===== src/pkg/pcfp_pkg.sv =====
package pcfp_pkg;
   // core clock
   localparam int CLK_MHZ = 50;

   // register indices on the plain register port
   localparam logic [2:0] ADDR_OCD    = 3'h0;
   localparam logic [2:0] ADDR_SCD    = 3'h1;
   localparam logic [2:0] ADDR_SCC    = 3'h2;
   localparam logic [2:0] ADDR_MISC   = 3'h3;
   localparam logic [2:0] ADDR_STATUS = 3'h4;

   // trip/delay config fields: trip select low nibble, delay select high nibble
   localparam int TRIP_LSB  = 0;
   localparam int DELAY_LSB = 4;
   localparam int SEL_W     = 4;

   // misc config fields
   localparam int MODE_BIT  = 0;
   localparam int CELLS_LSB = 4;

   // status fields
   localparam int ST_OCD  = 0;
   localparam int ST_SCD  = 1;
   localparam int ST_SCC  = 2;
   localparam int ST_OPEN = 3;
   localparam int ST_CFET = 4;
   localparam int ST_DFET = 5;
   localparam int ST_LDO  = 6;
   localparam int ST_CHGR = 7;

   // reset values
   localparam logic [7:0] RST_OCD  = 8'h00;
   localparam logic [7:0] RST_SCD  = 8'h00;
   localparam logic [7:0] RST_SCC  = 8'h00;
   localparam logic [7:0] RST_MISC = 8'ha0;

   // cell range
   localparam int          MAX_CELLS = 10;
   localparam logic [3:0]  MIN_CELLS = 4'h4;

   // timing: overcurrent delay step 20 ms, minimum one step
   localparam int OCD_STEP_MS = 20;
   // short-circuit delay: 60 us steps, 120 us minimum (two steps)
   localparam int SC_STEP_US  = 60;
   localparam int SC_STEP_CYC = SC_STEP_US * CLK_MHZ;
   localparam int SC_MIN_STEPS = 2;
   // load must show within 75 us (longest time, rounded down)
   localparam int LOAD_WIN_US  = 75;
   localparam int LOAD_WIN_CYC = LOAD_WIN_US * CLK_MHZ;
   // open-cell check interval, plain default
   localparam int OC_PERIOD_MS = 500;
   // probe load applied for this many cycles before the reading
   localparam int PROBE_CYC = 16;

   typedef enum logic [1:0] {
      PCFP_OC_WAIT  = 2'b00,
      PCFP_OC_PROBE = 2'b01,
      PCFP_OC_EVAL  = 2'b10
   } pcfp_oc_state_t;
endpackage


===== src/verilog/pcfp_top.sv =====
`timescale 1ns/1ns
module pcfp_top #(
   parameter int OCD_STEP_CYC = pcfp_pkg::OCD_STEP_MS * 1000 * pcfp_pkg::CLK_MHZ,
   parameter int OC_PERIOD_CYC = pcfp_pkg::OC_PERIOD_MS * 1000 * pcfp_pkg::CLK_MHZ
) (
   // clock and reset
   input  wire logic       core_clk,
   input  wire logic       arst_n,
   // register port
   input  wire logic [2:0] reg_addr,
   input  wire logic [7:0] reg_wdata,
   input  wire logic       reg_wr,
   input  wire logic       reg_rd,
   output logic      [7:0] reg_rdata,
   // comparator results from the analog front end
   input  wire logic       ocd_cmp,
   input  wire logic       scd_cmp,
   input  wire logic       scc_cmp,
   input  wire logic       load_sense_pin,
   input  wire logic       charger_sense_pin,
   input  wire logic       cell_collapse,
   // trip level selects to the comparators
   output logic      [3:0] overcurrent_trip_sel,
   output logic      [3:0] dsg_short_trip_sel,
   output logic      [3:0] chg_short_trip_sel,
   // FET drives and power
   output logic            charge_fet_drive,
   output logic            discharge_fet_drive,
   output logic            ldo_off,
   output logic            load_cmp_en,
   // open-cell probe
   output logic            probe_en,
   output logic      [3:0] probe_cell
);
   // configuration registers
   logic [7:0] cfg_ocd;
   logic [7:0] cfg_scd;
   logic [7:0] cfg_scc;
   logic [7:0] cfg_misc;

   // fault latches and helpers
   logic       ocd_flt;
   logic       scd_flt;
   logic       scc_flt;
   logic       open_flt;
   logic       chg_seen;
   logic [11:0] load_cnt;
   logic [31:0] period_cnt;
   logic [4:0]  probe_cnt;
   logic [9:0]  miss;
   pcfp_pkg::pcfp_oc_state_t oc_state;
   pcfp_pkg::pcfp_oc_state_t next_oc_state;

   // register decode
   wire wr_ocd  = reg_wr & (reg_addr == pcfp_pkg::ADDR_OCD);
   wire wr_scd  = reg_wr & (reg_addr == pcfp_pkg::ADDR_SCD);
   wire wr_scc  = reg_wr & (reg_addr == pcfp_pkg::ADDR_SCC);
   wire wr_misc = reg_wr & (reg_addr == pcfp_pkg::ADDR_MISC);

   wire [3:0] ocd_dly = cfg_ocd[pcfp_pkg::DELAY_LSB +: pcfp_pkg::SEL_W];
   wire [3:0] scd_dly = cfg_scd[pcfp_pkg::DELAY_LSB +: pcfp_pkg::SEL_W];
   wire [3:0] scc_dly = cfg_scc[pcfp_pkg::DELAY_LSB +: pcfp_pkg::SEL_W];
   wire       recovery_mode_bit = cfg_misc[pcfp_pkg::MODE_BIT];
   wire [3:0] cells_raw = cfg_misc[pcfp_pkg::CELLS_LSB +: 4];

   // pack size clamped to the supported range
   wire [3:0] num_cells = (cells_raw < pcfp_pkg::MIN_CELLS) ? pcfp_pkg::MIN_CELLS :
                          (cells_raw > 4'(pcfp_pkg::MAX_CELLS)) ? 4'(pcfp_pkg::MAX_CELLS) :
                          cells_raw;

   // blanking lengths from delay selects
   wire [23:0] ocd_lim = 24'((32'(ocd_dly) + 32'd1) * 32'(OCD_STEP_CYC));
   wire [23:0] scd_lim = 24'((32'(scd_dly) + 32'(pcfp_pkg::SC_MIN_STEPS))
                             * 32'(pcfp_pkg::SC_STEP_CYC));
   wire [23:0] scc_lim = 24'((32'(scc_dly) + 32'(pcfp_pkg::SC_MIN_STEPS))
                             * 32'(pcfp_pkg::SC_STEP_CYC));

   wire ocd_hit;
   wire scd_hit;
   wire scc_hit;

   pcfp_qual u_ocd (
      .core_clk (core_clk),
      .arst_n   (arst_n),
      .cond     (ocd_cmp),
      .limit    (ocd_lim),
      .hit      (ocd_hit)
   );

   pcfp_qual u_scd (
      .core_clk (core_clk),
      .arst_n   (arst_n),
      .cond     (scd_cmp),
      .limit    (scd_lim),
      .hit      (scd_hit)
   );

   pcfp_qual u_scc (
      .core_clk (core_clk),
      .arst_n   (arst_n),
      .cond     (scc_cmp),
      .limit    (scc_lim),
      .hit      (scc_hit)
   );

   // charger and load sensing
   wire chg_present = charger_sense_pin;
   wire dsg_flt     = ocd_flt | scd_flt;
   wire load_win_done = (load_cnt == 12'(pcfp_pkg::LOAD_WIN_CYC));
   // load absent if it never rose within the window, or fell back below
   wire load_removed = load_cmp_en & load_win_done & ~load_sense_pin;
   wire dsg_release  = dsg_flt & load_removed &
                       (~recovery_mode_bit | chg_seen);
   wire scc_release  = scc_flt & ~chg_present;

   // open-cell sequencing
   wire period_tick = (period_cnt >= 32'(OC_PERIOD_CYC - 1));
   wire probe_done  = (probe_cnt == 5'(pcfp_pkg::PROBE_CYC - 1));
   wire oc_eval     = (oc_state == pcfp_pkg::PCFP_OC_EVAL);
   wire oc_miss     = oc_eval & cell_collapse;
   wire oc_set      = oc_miss & miss[probe_cell];
   wire last_cell   = (probe_cell >= (num_cells - 4'h1));

   wire any_flt     = ocd_flt | scd_flt | scc_flt | open_flt;

   always_ff @(posedge core_clk or negedge arst_n) begin
      if (!arst_n) begin
         cfg_ocd  <= pcfp_pkg::RST_OCD;
         cfg_scd  <= pcfp_pkg::RST_SCD;
         cfg_scc  <= pcfp_pkg::RST_SCC;
         cfg_misc <= pcfp_pkg::RST_MISC;
      end else begin
         if (wr_ocd) cfg_ocd <= reg_wdata;
         if (wr_scd) cfg_scd <= reg_wdata;
         if (wr_scc) cfg_scc <= reg_wdata;
         if (wr_misc) cfg_misc <= reg_wdata;
      end
   end

   // read data, one cycle after the strobe; unmapped reads zero
   wire [7:0] status = {chg_present, ldo_off, discharge_fet_drive, charge_fet_drive,
                        open_flt, scc_flt, scd_flt, ocd_flt};
   wire [7:0] rd_mux = (reg_addr == pcfp_pkg::ADDR_OCD)    ? cfg_ocd  :
                       (reg_addr == pcfp_pkg::ADDR_SCD)    ? cfg_scd  :
                       (reg_addr == pcfp_pkg::ADDR_SCC)    ? cfg_scc  :
                       (reg_addr == pcfp_pkg::ADDR_MISC)   ? cfg_misc :
                       (reg_addr == pcfp_pkg::ADDR_STATUS) ? status   : 8'h00;

   always_ff @(posedge core_clk or negedge arst_n) begin
      if (!arst_n) begin
         reg_rdata <= 8'h00;
      end else begin
         reg_rdata <= reg_rd ? rd_mux : 8'h00;
      end
   end

   // trip selects drive the comparator references
   always_ff @(posedge core_clk or negedge arst_n) begin
      if (!arst_n) begin
         overcurrent_trip_sel <= 4'h0;
         dsg_short_trip_sel   <= 4'h0;
         chg_short_trip_sel   <= 4'h0;
      end else begin
         overcurrent_trip_sel <= cfg_ocd[pcfp_pkg::TRIP_LSB +: pcfp_pkg::SEL_W];
         dsg_short_trip_sel   <= cfg_scd[pcfp_pkg::TRIP_LSB +: pcfp_pkg::SEL_W];
         chg_short_trip_sel   <= cfg_scc[pcfp_pkg::TRIP_LSB +: pcfp_pkg::SEL_W];
      end
   end

   // fault latches: a new trip wins over a release in the same cycle
   always_ff @(posedge core_clk or negedge arst_n) begin
      if (!arst_n) begin
         ocd_flt  <= 1'b0;
         scd_flt  <= 1'b0;
         scc_flt  <= 1'b0;
         open_flt <= 1'b0;
      end else begin
         ocd_flt  <= ocd_hit | (ocd_flt & ~dsg_release);
         scd_flt  <= scd_hit | (scd_flt & ~dsg_release);
         scc_flt  <= scc_hit | (scc_flt & ~scc_release);
         open_flt <= oc_set | open_flt;
      end
   end

   // charger presence seen since the discharge fault latched
   always_ff @(posedge core_clk or negedge arst_n) begin
      if (!arst_n) begin
         chg_seen <= 1'b0;
      end else if (!dsg_flt) begin
         chg_seen <= 1'b0;
      end else if (chg_present) begin
         chg_seen <= 1'b1;
      end
   end

   // load presence window restarts each time the discharge FET turns off on a discharge fault
   always_ff @(posedge core_clk or negedge arst_n) begin
      if (!arst_n) begin
         load_cnt <= 12'h000;
      end else if (!load_cmp_en) begin
         load_cnt <= 12'h000;
      end else if (!load_win_done && !load_sense_pin) begin
         load_cnt <= load_cnt + 12'h001;
      end else if (!load_win_done) begin
         load_cnt <= 12'h000;
      end
   end

   // outputs: FETs, regulator, load comparator enable
   always_ff @(posedge core_clk or negedge arst_n) begin
      if (!arst_n) begin
         charge_fet_drive    <= 1'b0;
         discharge_fet_drive <= 1'b0;
         ldo_off             <= 1'b0;
         load_cmp_en         <= 1'b0;
      end else begin
         charge_fet_drive    <= ~any_flt;
         discharge_fet_drive <= ~any_flt;
         ldo_off             <= open_flt & ~chg_present;
         load_cmp_en         <= ~discharge_fet_drive & dsg_flt;
      end
   end

   // open-cell scan: wait an interval, probe one cell, evaluate
   always_comb begin
      next_oc_state = oc_state;
      unique case (oc_state)
         pcfp_pkg::PCFP_OC_WAIT: begin
            if (period_tick) next_oc_state = pcfp_pkg::PCFP_OC_PROBE;
         end
         pcfp_pkg::PCFP_OC_PROBE: begin
            if (probe_done) next_oc_state = pcfp_pkg::PCFP_OC_EVAL;
         end
         pcfp_pkg::PCFP_OC_EVAL: begin
            next_oc_state = pcfp_pkg::PCFP_OC_WAIT;
         end
         default: begin
            next_oc_state = pcfp_pkg::PCFP_OC_WAIT;
         end
      endcase
   end

   always_ff @(posedge core_clk or negedge arst_n) begin
      if (!arst_n) begin
         oc_state <= pcfp_pkg::PCFP_OC_WAIT;
      end else begin
         oc_state <= next_oc_state;
      end
   end

   always_ff @(posedge core_clk or negedge arst_n) begin
      if (!arst_n) begin
         period_cnt <= 32'h00000000;
      end else if (oc_state != pcfp_pkg::PCFP_OC_WAIT || period_tick) begin
         period_cnt <= 32'h00000000;
      end else begin
         period_cnt <= period_cnt + 32'h00000001;
      end
   end

   always_ff @(posedge core_clk or negedge arst_n) begin
      if (!arst_n) begin
         probe_cnt <= 5'h00;
      end else if (oc_state == pcfp_pkg::PCFP_OC_PROBE) begin
         probe_cnt <= probe_cnt + 5'h01;
      end else begin
         probe_cnt <= 5'h00;
      end
   end

   always_ff @(posedge core_clk or negedge arst_n) begin
      if (!arst_n) begin
         probe_en <= 1'b0;
      end else begin
         // load stays applied through the evaluation cycle so the reading sees it
         probe_en <= (next_oc_state == pcfp_pkg::PCFP_OC_PROBE) ||
                     (next_oc_state == pcfp_pkg::PCFP_OC_EVAL);
      end
   end

   // cells taken in turn; each keeps whether its last check missed
   always_ff @(posedge core_clk or negedge arst_n) begin
      if (!arst_n) begin
         probe_cell <= 4'h0;
         miss       <= 10'h000;
      end else if (oc_eval) begin
         miss[probe_cell] <= cell_collapse;
         probe_cell       <= last_cell ? 4'h0 : probe_cell + 4'h1;
      end
   end

   // checks
   property p_fet_off;
      @(posedge core_clk) disable iff (!arst_n)
      any_flt |=> (!charge_fet_drive && !discharge_fet_drive);
   endproperty
   a_fet_off: assert property (p_fet_off) else $error("fet on with fault");

   property p_ocd_trip;
      @(posedge core_clk) disable iff (!arst_n)
      ocd_hit |=> ##1 (!discharge_fet_drive && !charge_fet_drive);
   endproperty
   a_ocd_trip: assert property (p_ocd_trip) else $error("ocd did not open fets");

   property p_scc_hold;
      @(posedge core_clk) disable iff (!arst_n)
      (scc_flt && chg_present) |=> scc_flt;
   endproperty
   a_scc_hold: assert property (p_scc_hold) else $error("scc released early");

   property p_rec_mode0;
      @(posedge core_clk) disable iff (!arst_n)
      (dsg_release && !ocd_hit && !scd_hit) |=> !dsg_flt;
   endproperty
   a_rec_mode0: assert property (p_rec_mode0) else $error("dsg fault not released");

   property p_rec_mode1;
      @(posedge core_clk) disable iff (!arst_n)
      (dsg_flt && recovery_mode_bit && !chg_seen) |=> dsg_flt;
   endproperty
   a_rec_mode1: assert property (p_rec_mode1) else $error("released without charger");

   property p_ldo_off;
      @(posedge core_clk) disable iff (!arst_n)
      (open_flt && !chg_present) |=> ldo_off;
   endproperty
   a_ldo_off: assert property (p_ldo_off) else $error("regulator not shut down");

   property p_ldo_chg;
      @(posedge core_clk) disable iff (!arst_n)
      chg_present |=> !ldo_off;
   endproperty
   a_ldo_chg: assert property (p_ldo_chg) else $error("regulator off with charger");

   property p_load_en;
      @(posedge core_clk) disable iff (!arst_n)
      discharge_fet_drive |=> !load_cmp_en;
   endproperty
   a_load_en: assert property (p_load_en) else $error("load sensed with fet on");

   property p_two_miss;
      @(posedge core_clk) disable iff (!arst_n)
      // two edges back the index still names the evaluated cell
      $rose(open_flt) |-> $past(miss[probe_cell], 2);
   endproperty
   a_two_miss: assert property (p_two_miss) else $error("open cell on one miss");

   property p_open_hold;
      @(posedge core_clk) disable iff (!arst_n)
      open_flt |=> (open_flt && !discharge_fet_drive);
   endproperty
   a_open_hold: assert property (p_open_hold) else $error("open cell fault lost");
endmodule


===== src/verilog/pcfp_qual.sv =====
`timescale 1ns/1ns
// persistence filter: hit after cond holds continuously for limit cycles
module pcfp_qual (
   // clock and reset
   input  wire logic        core_clk,
   input  wire logic        arst_n,
   // condition and blanking length
   input  wire logic        cond,
   input  wire logic [23:0] limit,
   // qualified fault
   output logic             hit
);
   logic [23:0] count;
   wire         at_limit = (count >= limit);

   always_ff @(posedge core_clk or negedge arst_n) begin
      if (!arst_n) begin
         count <= 24'h000000;
      end else if (!cond) begin
         count <= 24'h000000;
      end else if (!at_limit) begin
         count <= count + 24'h000001;
      end
   end

   always_ff @(posedge core_clk or negedge arst_n) begin
      if (!arst_n) begin
         hit <= 1'b0;
      end else begin
         hit <= cond & at_limit;
      end
   end
endmodule


===== config.mk =====
export PLATFORM = sky130hd
export DESIGN_NAME = pcfp_top
export DESIGN_NICKNAME = d
export VERILOG_FILES = /design/src/pkg/pcfp_pkg.sv /design/src/verilog/pcfp_top.sv /design/src/verilog/pcfp_qual.sv
export SDC_FILE = /design/constraint.sdc
export NUM_CORES = 1
export LEC_CHECK = 0
export ABC_AREA = 0
export BUFFER_PORTS_ARGS = -buffer_cell sky130_fd_sc_hd__buf_2
export CAP_MARGIN = 20
export CORE_ASPECT_RATIO = 0.5
export CORE_MARGIN = 10
export CORE_UTILIZATION = 55
export DETAILED_ROUTE_END_ITERATION = 7
export PLACE_DENSITY = 0.72
export SLEW_MARGIN = 5
export SYNTH_ARGS = -nofsm -noshare
export SYNTH_HDL_FRONTEND = slang
export SYNTH_SLANG_ARGS = --single-unit

===== constraint.sdc =====
create_clock -name core_clk -period 6.99 [get_ports core_clk]
set_input_delay 0.699 -clock core_clk [delete_from_list [all_inputs] [get_ports core_clk]]
set_output_delay 0.699 -clock core_clk [all_outputs]
set_load 0.03 [all_outputs]

# After elaboration in Yosys (flattened, before gate mapping)
# Index checks and enable logic that the tools add are counted.
word_totals:
  reg_bits: 201
  latchBits: 0
  ramBits: 0
  mem_bits_ro: 0
  output_inout_bits: 29
  memories: 0
op_classes:
  add_sub_neg: 11
  mul: 3
  div: 0
  order_cmp: 9
  n_eq_ne: 15
  shift: 0
  mux: 30
  bitwise_logic: 34
  n_reduce_logical: 9
ops:
  columns: ["op", "count"]
  rows:
  - ["$mux 24", 6]
  - ["$add 24x1->24 const B", 3]
  - ["$ge 24x17->1", 2]
  - ["$mux 8", 6]
  - ["$mux 12", 3]
  - ["$add 32x1->32 const B", 1]
  - ["$ge 32x25->1 const B", 1]
  - ["$mux 32", 1]
  - ["$mul 5x9->14 const B", 2]
  - ["$ge 24x24->1", 1]
  - ["$and 1x1->1", 19]
  - ["$mul 5x14->18 const B", 1]
  - ["$add 12x1->12 const B", 1]
  - ["$eq 12x12->1 const B", 1]
  - ["$mux 4", 3]
  - ["$add 4x2->5 const B", 2]
  - ["$bwmux 10", 1]
  - ["$ne 2x2->1 const B", 4]
  - ["$or 1x1->1", 8]
  - ["$not 1->1", 7]
  - ["$eq 3x2->1 const B", 2]
  - ["$add 4x1->5 const B", 1]
  - ["$add 5x1->5 const B", 1]
  - ["$eq 5x4->1 const B", 1]
  - ["24 further kinds", 33]

# Logic depth before layout (Yosys ltp)
depth:
  ltp_word: 8
  mapped_depth: 25
  ltp_nobuf: 22

# Modules after synthesis
# From an unflattened synthesis, not the netlist that was laid out.
unflattened:
  cells_unflattened: 1486
  area_unflattened_um2: 14277.4
modules_own_cells:
  columns: ["mod", "n_inst", "cells_per_inst", "area_each_um2"]
  rows:
  - ["pcfp_top", 1, 799, 8350.5]
  - ["pcfp_qual", 3, 229, 1975.6]

# Worst setup path after synthesis
# No wires, ideal clock.
synth_path:
  path_type: "reg2reg"
  from: "reg cfg_ocd[4]"
  to: "reg u_ocd.count[12]"
  setup_ps: 78
  t_arrival_ps: 5650
  required_time_ps: 6912
  slack_ps: 1262
  stages_incl_launch_ff: 22
  n_path_buf: 2
  period_less_slack_ps: 5728
  cell_sequence: "dfrtp_1 > clkbuf_1 > nand3_1 > xor2_1 > inv_1 > fa_1 > fa_1 > inv_1 > ha_1 > ha_1 > a2111oi_0 > nand2_1 > a21oi_1 > xor2_1 > ha_1 > a21oi_1 > a21boi_0 > a211oi_1 > nand3_2 > buf_2 > or4_1 > a21oi_1"
synth_via:
  elab_chain_len: 4
synth_lines:
  columns: ["item", "line", "source"]
  rows:
  - ["from (decl)", "pcfp_top.sv:36", "logic [7:0] cfg_ocd;"]
  - ["from (signal assigned)", "pcfp_top.sv:128", "cfg_ocd <= pcfp_pkg::RST_OCD;"]
  - ["from (signal assigned)", "pcfp_top.sv:133", "if (wr_ocd) cfg_ocd <= reg_wdata;"]
  - ["$add 4x1->5", "pcfp_top.sv:72", "wire [23:0] ocd_lim = 24'((32'(ocd_dly) + 32'd1) * 32'(OCD_STEP_CYC));"]
  - ["$mul 5x14->18", "pcfp_top.sv:72", null]
  - ["$ge 24x24->1", "pcfp_qual.sv:14", "wire at_limit = (count >= limit);"]
  - ["$ne 2x2->1 (no source line)", null, null]
  - ["to (signal assigned)", "pcfp_qual.sv:22", "count <= count + 24'h000001;"]
  - ["to (decl)", "pcfp_qual.sv:13", "logic [23:0] count;"]
# Every way passes these cells.
# A chain may end at the register's enable or synchronous reset.

# Worst setup path in the final report
layout_path:
  from: "reg cfg_ocd[4]"
  to: "reg u_ocd.count[14]"
# The elaborated chain is that of the path after synthesis.

==> results.yml <==
status:
  status: "complete, no violations"
drt:
  drt_first_iter_violations: 575
  remaining_drc_errors: 0
  avgViaCountPerCell: 5.87
  routed-via-count: 9788
  routed_wl_um: 27900
  drtPass1Iterations: 5
  antenna_violating_nets_post_route: 0
  wl_per_cell_um: 16.7
synthesis:
  synthDistinctLibCells: 71
  synth-warning-count: 0
  seq_cells_post_synth: 201
  synth-edff-count: 0
  post_synth.cell_area_avg_um2: 10.0
  postSynth.asyncResetShare_pct: 100
  synth.yosys.seq_area_share_pct: 38.5
  postSynthCellCount: 1304
  synthFlopType: "sky130_fd_sc_hd__dfrtp_1"
  top_cells_by_area_in_the_synthesized_netlist: "sky130_fd_sc_hd__dfrtp_1 38%, sky130_fd_sc_hd__ha_1 14%, sky130_fd_sc_hd__fa_1 4.0%"
  synth.cell_area_um2: 13100
  largest_area_contributor_in_the_synthesized_netlist: "sky130_fd_sc_hd__dfrtp_1"
  synth_top_area_share_pct: 38.1
global_route:
  grt_first_pass_wirelength_um: 47900
  via_count_of_the_first_global_routing_pass: 9789
  grt_use_total_pct: 18.3
  antenna_found_initial: 0
  grt_max_degree: 128
  grt.overflow.total: 0
floorplanning:
  floorplan.rows: 39
  i_o_pin_count: 50
  initial_utilization_pct: 56.6
  core-area_um2: 23100
  dieArea_um2: 30700
  die_x_um: 238
  fp.dieH_um: 129
clocking:
  htree_num_levels: 1
  clk-insertion-delay-late_ns: 0.51
  clock_transition_at_the_registers_of_the_reported_paths_ns: 0.07
  cts_post_setup_buffers_inserted: 0
  cts-root-to-sink-buffers: 3
  tritoncts: "yes"
  clock-sinks: 201
  cts_root_buffer: "sky130_fd_sc_hd__clkbuf_16"
  numCtsBuffers: 20
sta:
  finalClockSkew_ns: 0.0171
  finalCritPeriodShare_pct: 90.7
  hold_viol: 0
  slew_viol_final: 0
  count_of_endpoints_failing_setup_in_the_final_report: 0
  max_slew_margin_pct: 35.0
  min_period_ns: 6.34
  rsz0062_at_grt: "no"
  setup_total_negative_slack_ns: 0
  slew_at_the_pin_closest_to_its_max_slew_limit_ns: 0.975
  max_freq_mhz: 158
place:
  io_buffers: 49
  gp_congestion: 0.841
  hpwl_um: 20200
  dp.cells: 1630
power_and_ir_drop:
  static-leakage-power_nw: 6.60
  power_per_cell_area_nw_per_um2: 388
  vdd_ir_drop_max_mv: 0.222
run:
  cap_violations: 0
setup_path:
  timing.critical_path.fanout_max: 33
  arrival_time_reported_for_the_critical_path_endpoint_ns: 6.75
  setup.worst_path.class: "reg -> reg"
  start_kind: "flop"
  crit_path_end_kind: "flop"
  critPathRequiredTime_ns: 7.40
layout:
  area.growth.synth_to_final_pct: 9.86
  layout.nets: 1536
  layout-drive-gt1-share_pct: 11.2
  antenna-diode-count: 0
  final-instance-count-excl-fill: 1668
  final.fill_count: 1832
min_path:
  min-delay-path-class: "in -> async"
==> metrics by stage <==
stage | instance area [µm²] | setup WS (ns) | hold slack, ns | util (%) | power, W
after floorplan | 13100 | 1.26 | 0.365 | - | 0.00366
after global placement | 13600 | 0.689 | 0.375 | 58.9 | 0.00417
after detailed placement | 13600 | 0.448 | 0.380 | 58.9 | 0.00432
after CTS | 14300 | 0.377 | 0.395 | 62.1 | 0.00557
after global routing | 14400 | 0.104 | 0.412 | 62.2 | 0.00605
final | 14400 | 0.647 | 0.353 | 62.2 | 0.00557
==> final timing paths <==
| kind | startpoint | to | slack [ns] | cells after the start |
|---|---|---|---|---|
| min in group core_clk | cfg_scc[3] | chg_short_trip_sel[3] | 0.39 | 0 |
| worst min-delay path | arst_n | u_ocd.count[2] | 0.35 | 1 |
| max in group asynchronous | arst_n | u_scc.count[23] | 5.10 | 2 |
| worst min register to register | cfg_scc[3] | chg_short_trip_sel[3] | 0.39 | 0 |
| worst max register to register | cfg_ocd[4] | u_ocd.count[14] | 0.65 | 19 |
| worst max-delay path | cfg_ocd[4] | u_ocd.count[14] | 0.65 | 19 |
==> cells in the mapped netlist, drive strengths merged (10+ instances only) <==
| library cell | count |
|---|---|
| dfrtp | 199 |
| ha | 142 |
| nand2 | 97 |
| nor2 | 79 |
| a21oi | 78 |
| inv | 77 |
| nand3 | 60 |
| o21ai | 42 |
| mux2 | 38 |
| nand2b | 38 |
| xor2 | 37 |
| clkbuf | 35 |
| and3 | 32 |
| xnor2 | 31 |
| fa | 26 |
| nand4 | 24 |
| o31ai | 24 |
| or4 | 24 |
| and2 | 23 |
| mux2i | 21 |
| nor4 | 19 |
| nor3 | 12 |
| a21boi | 10 |
| nor2b | 10 |
==> registers in the layout, indices dropped and copies added (netlist names), 10 cells and up <==
| register | flops |
|---|---|
| u_scc.count | 24 |
| u_ocd.count | 24 |
| u_scd.count | 24 |
| miss | 10 |
| load_cnt | 12 |
| period_cnt | 32 |
==> timing repair <==
action / in CTS / in global routing
hold buffers: 0 / 0
gates resized for setup: 0 / 3
endpoints found under the setup margin: 0 / 17
endpoints found under the hold margin: 0 / 0
==> power breakdown <==
group          leakage (nW)  switching, W  internal (W)
registers              2.63      0.000105       0.00127
logic                  3.62       0.00170       0.00130
clock network         0.348      0.000477      0.000724
==> kinds of logic (layout without fill, tap and decap cells) <==
logic type / Yosys count / count (layout) / share of synthesized area [%]
and+or+nand+nor: 448 / 448 / 18.1
AOI/OAI and AO/OA: 231 / 231 / 11.3
DFF: 201 / 201 / 38.5
adders and majority gates: 168 / 168 / 17.6
buffers and inverters: 119 / 170 / 3.49
xor gates and xnor gates: 68 / 68 / 4.56
muxes: 68 / 68 / 6.44
other: 1 / 7 / 0.0287
==> area by class of cell <==
type                       count  area (µm²)  area share, %
clock inverter                 8         150           1.05
clock buffer                  28         572           3.98
inverter                      78         293           2.04
sequential                   201        5030           35.1
timing repair buffer          56         307           2.14
multi-input combinational    990        7610           53.1
tap                          307         384           2.68
==> critical path, stage by stage (launching register included) <==
cell,delay [ns]
sky130_fd_sc_hd__dfrtp_1,0.54
sky130_fd_sc_hd__nand3_1,0.14
sky130_fd_sc_hd__xor2_1,0.34
sky130_fd_sc_hd__inv_1,0.22
sky130_fd_sc_hd__fa_1,0.56
sky130_fd_sc_hd__fa_1,0.55
sky130_fd_sc_hd__inv_1,0.04
sky130_fd_sc_hd__ha_1,0.28
sky130_fd_sc_hd__ha_1,0.31
sky130_fd_sc_hd__a2111oi_1,0.54
sky130_fd_sc_hd__nand2_1,0.11
sky130_fd_sc_hd__a21oi_1,0.19
sky130_fd_sc_hd__xor2_1,0.16
sky130_fd_sc_hd__ha_1,0.28
sky130_fd_sc_hd__a21oi_1,0.14
sky130_fd_sc_hd__a21boi_0,0.12
sky130_fd_sc_hd__a211oi_1,0.52
sky130_fd_sc_hd__nand3_4,0.40
sky130_fd_sc_hd__or4_1,0.60
sky130_fd_sc_hd__a21oi_1,0.19
==> cells in the final DEF (no fill, tap or decap), types with 32 or more instances in the layout <==
cell type | netlist | routed
sky130_fd_sc_hd__buf_2 | 4 | 48
sky130_fd_sc_hd__nor2_1 | 79 | 79
sky130_fd_sc_hd__xor2_1 | 37 | 37
sky130_fd_sc_hd__o21ai_0 | 41 | 41
sky130_fd_sc_hd__inv_1 | 77 | 77
sky130_fd_sc_hd__mux2_2 | 38 | 38
sky130_fd_sc_hd__nand3_1 | 59 | 59
sky130_fd_sc_hd__nand2b_1 | 38 | 38
sky130_fd_sc_hd__and3_1 | 32 | 32
sky130_fd_sc_hd__a21oi_1 | 78 | 78
sky130_fd_sc_hd__ha_1 | 142 | 142
sky130_fd_sc_hd__dfrtp_1 | 199 | 199
sky130_fd_sc_hd__nand2_1 | 97 | 97
==> layer usage <==
layer  global-route usage (%)  up-vias  wire length, µm
met5                        0        -                0
met4                     3.71        0              415
met3                     2.77       30              881
met2                     31.2      155            13300
met1                     24.6     4843            13300
li1                         -     4760                -
No activity file was read; power rests on OpenSTA's default activity.
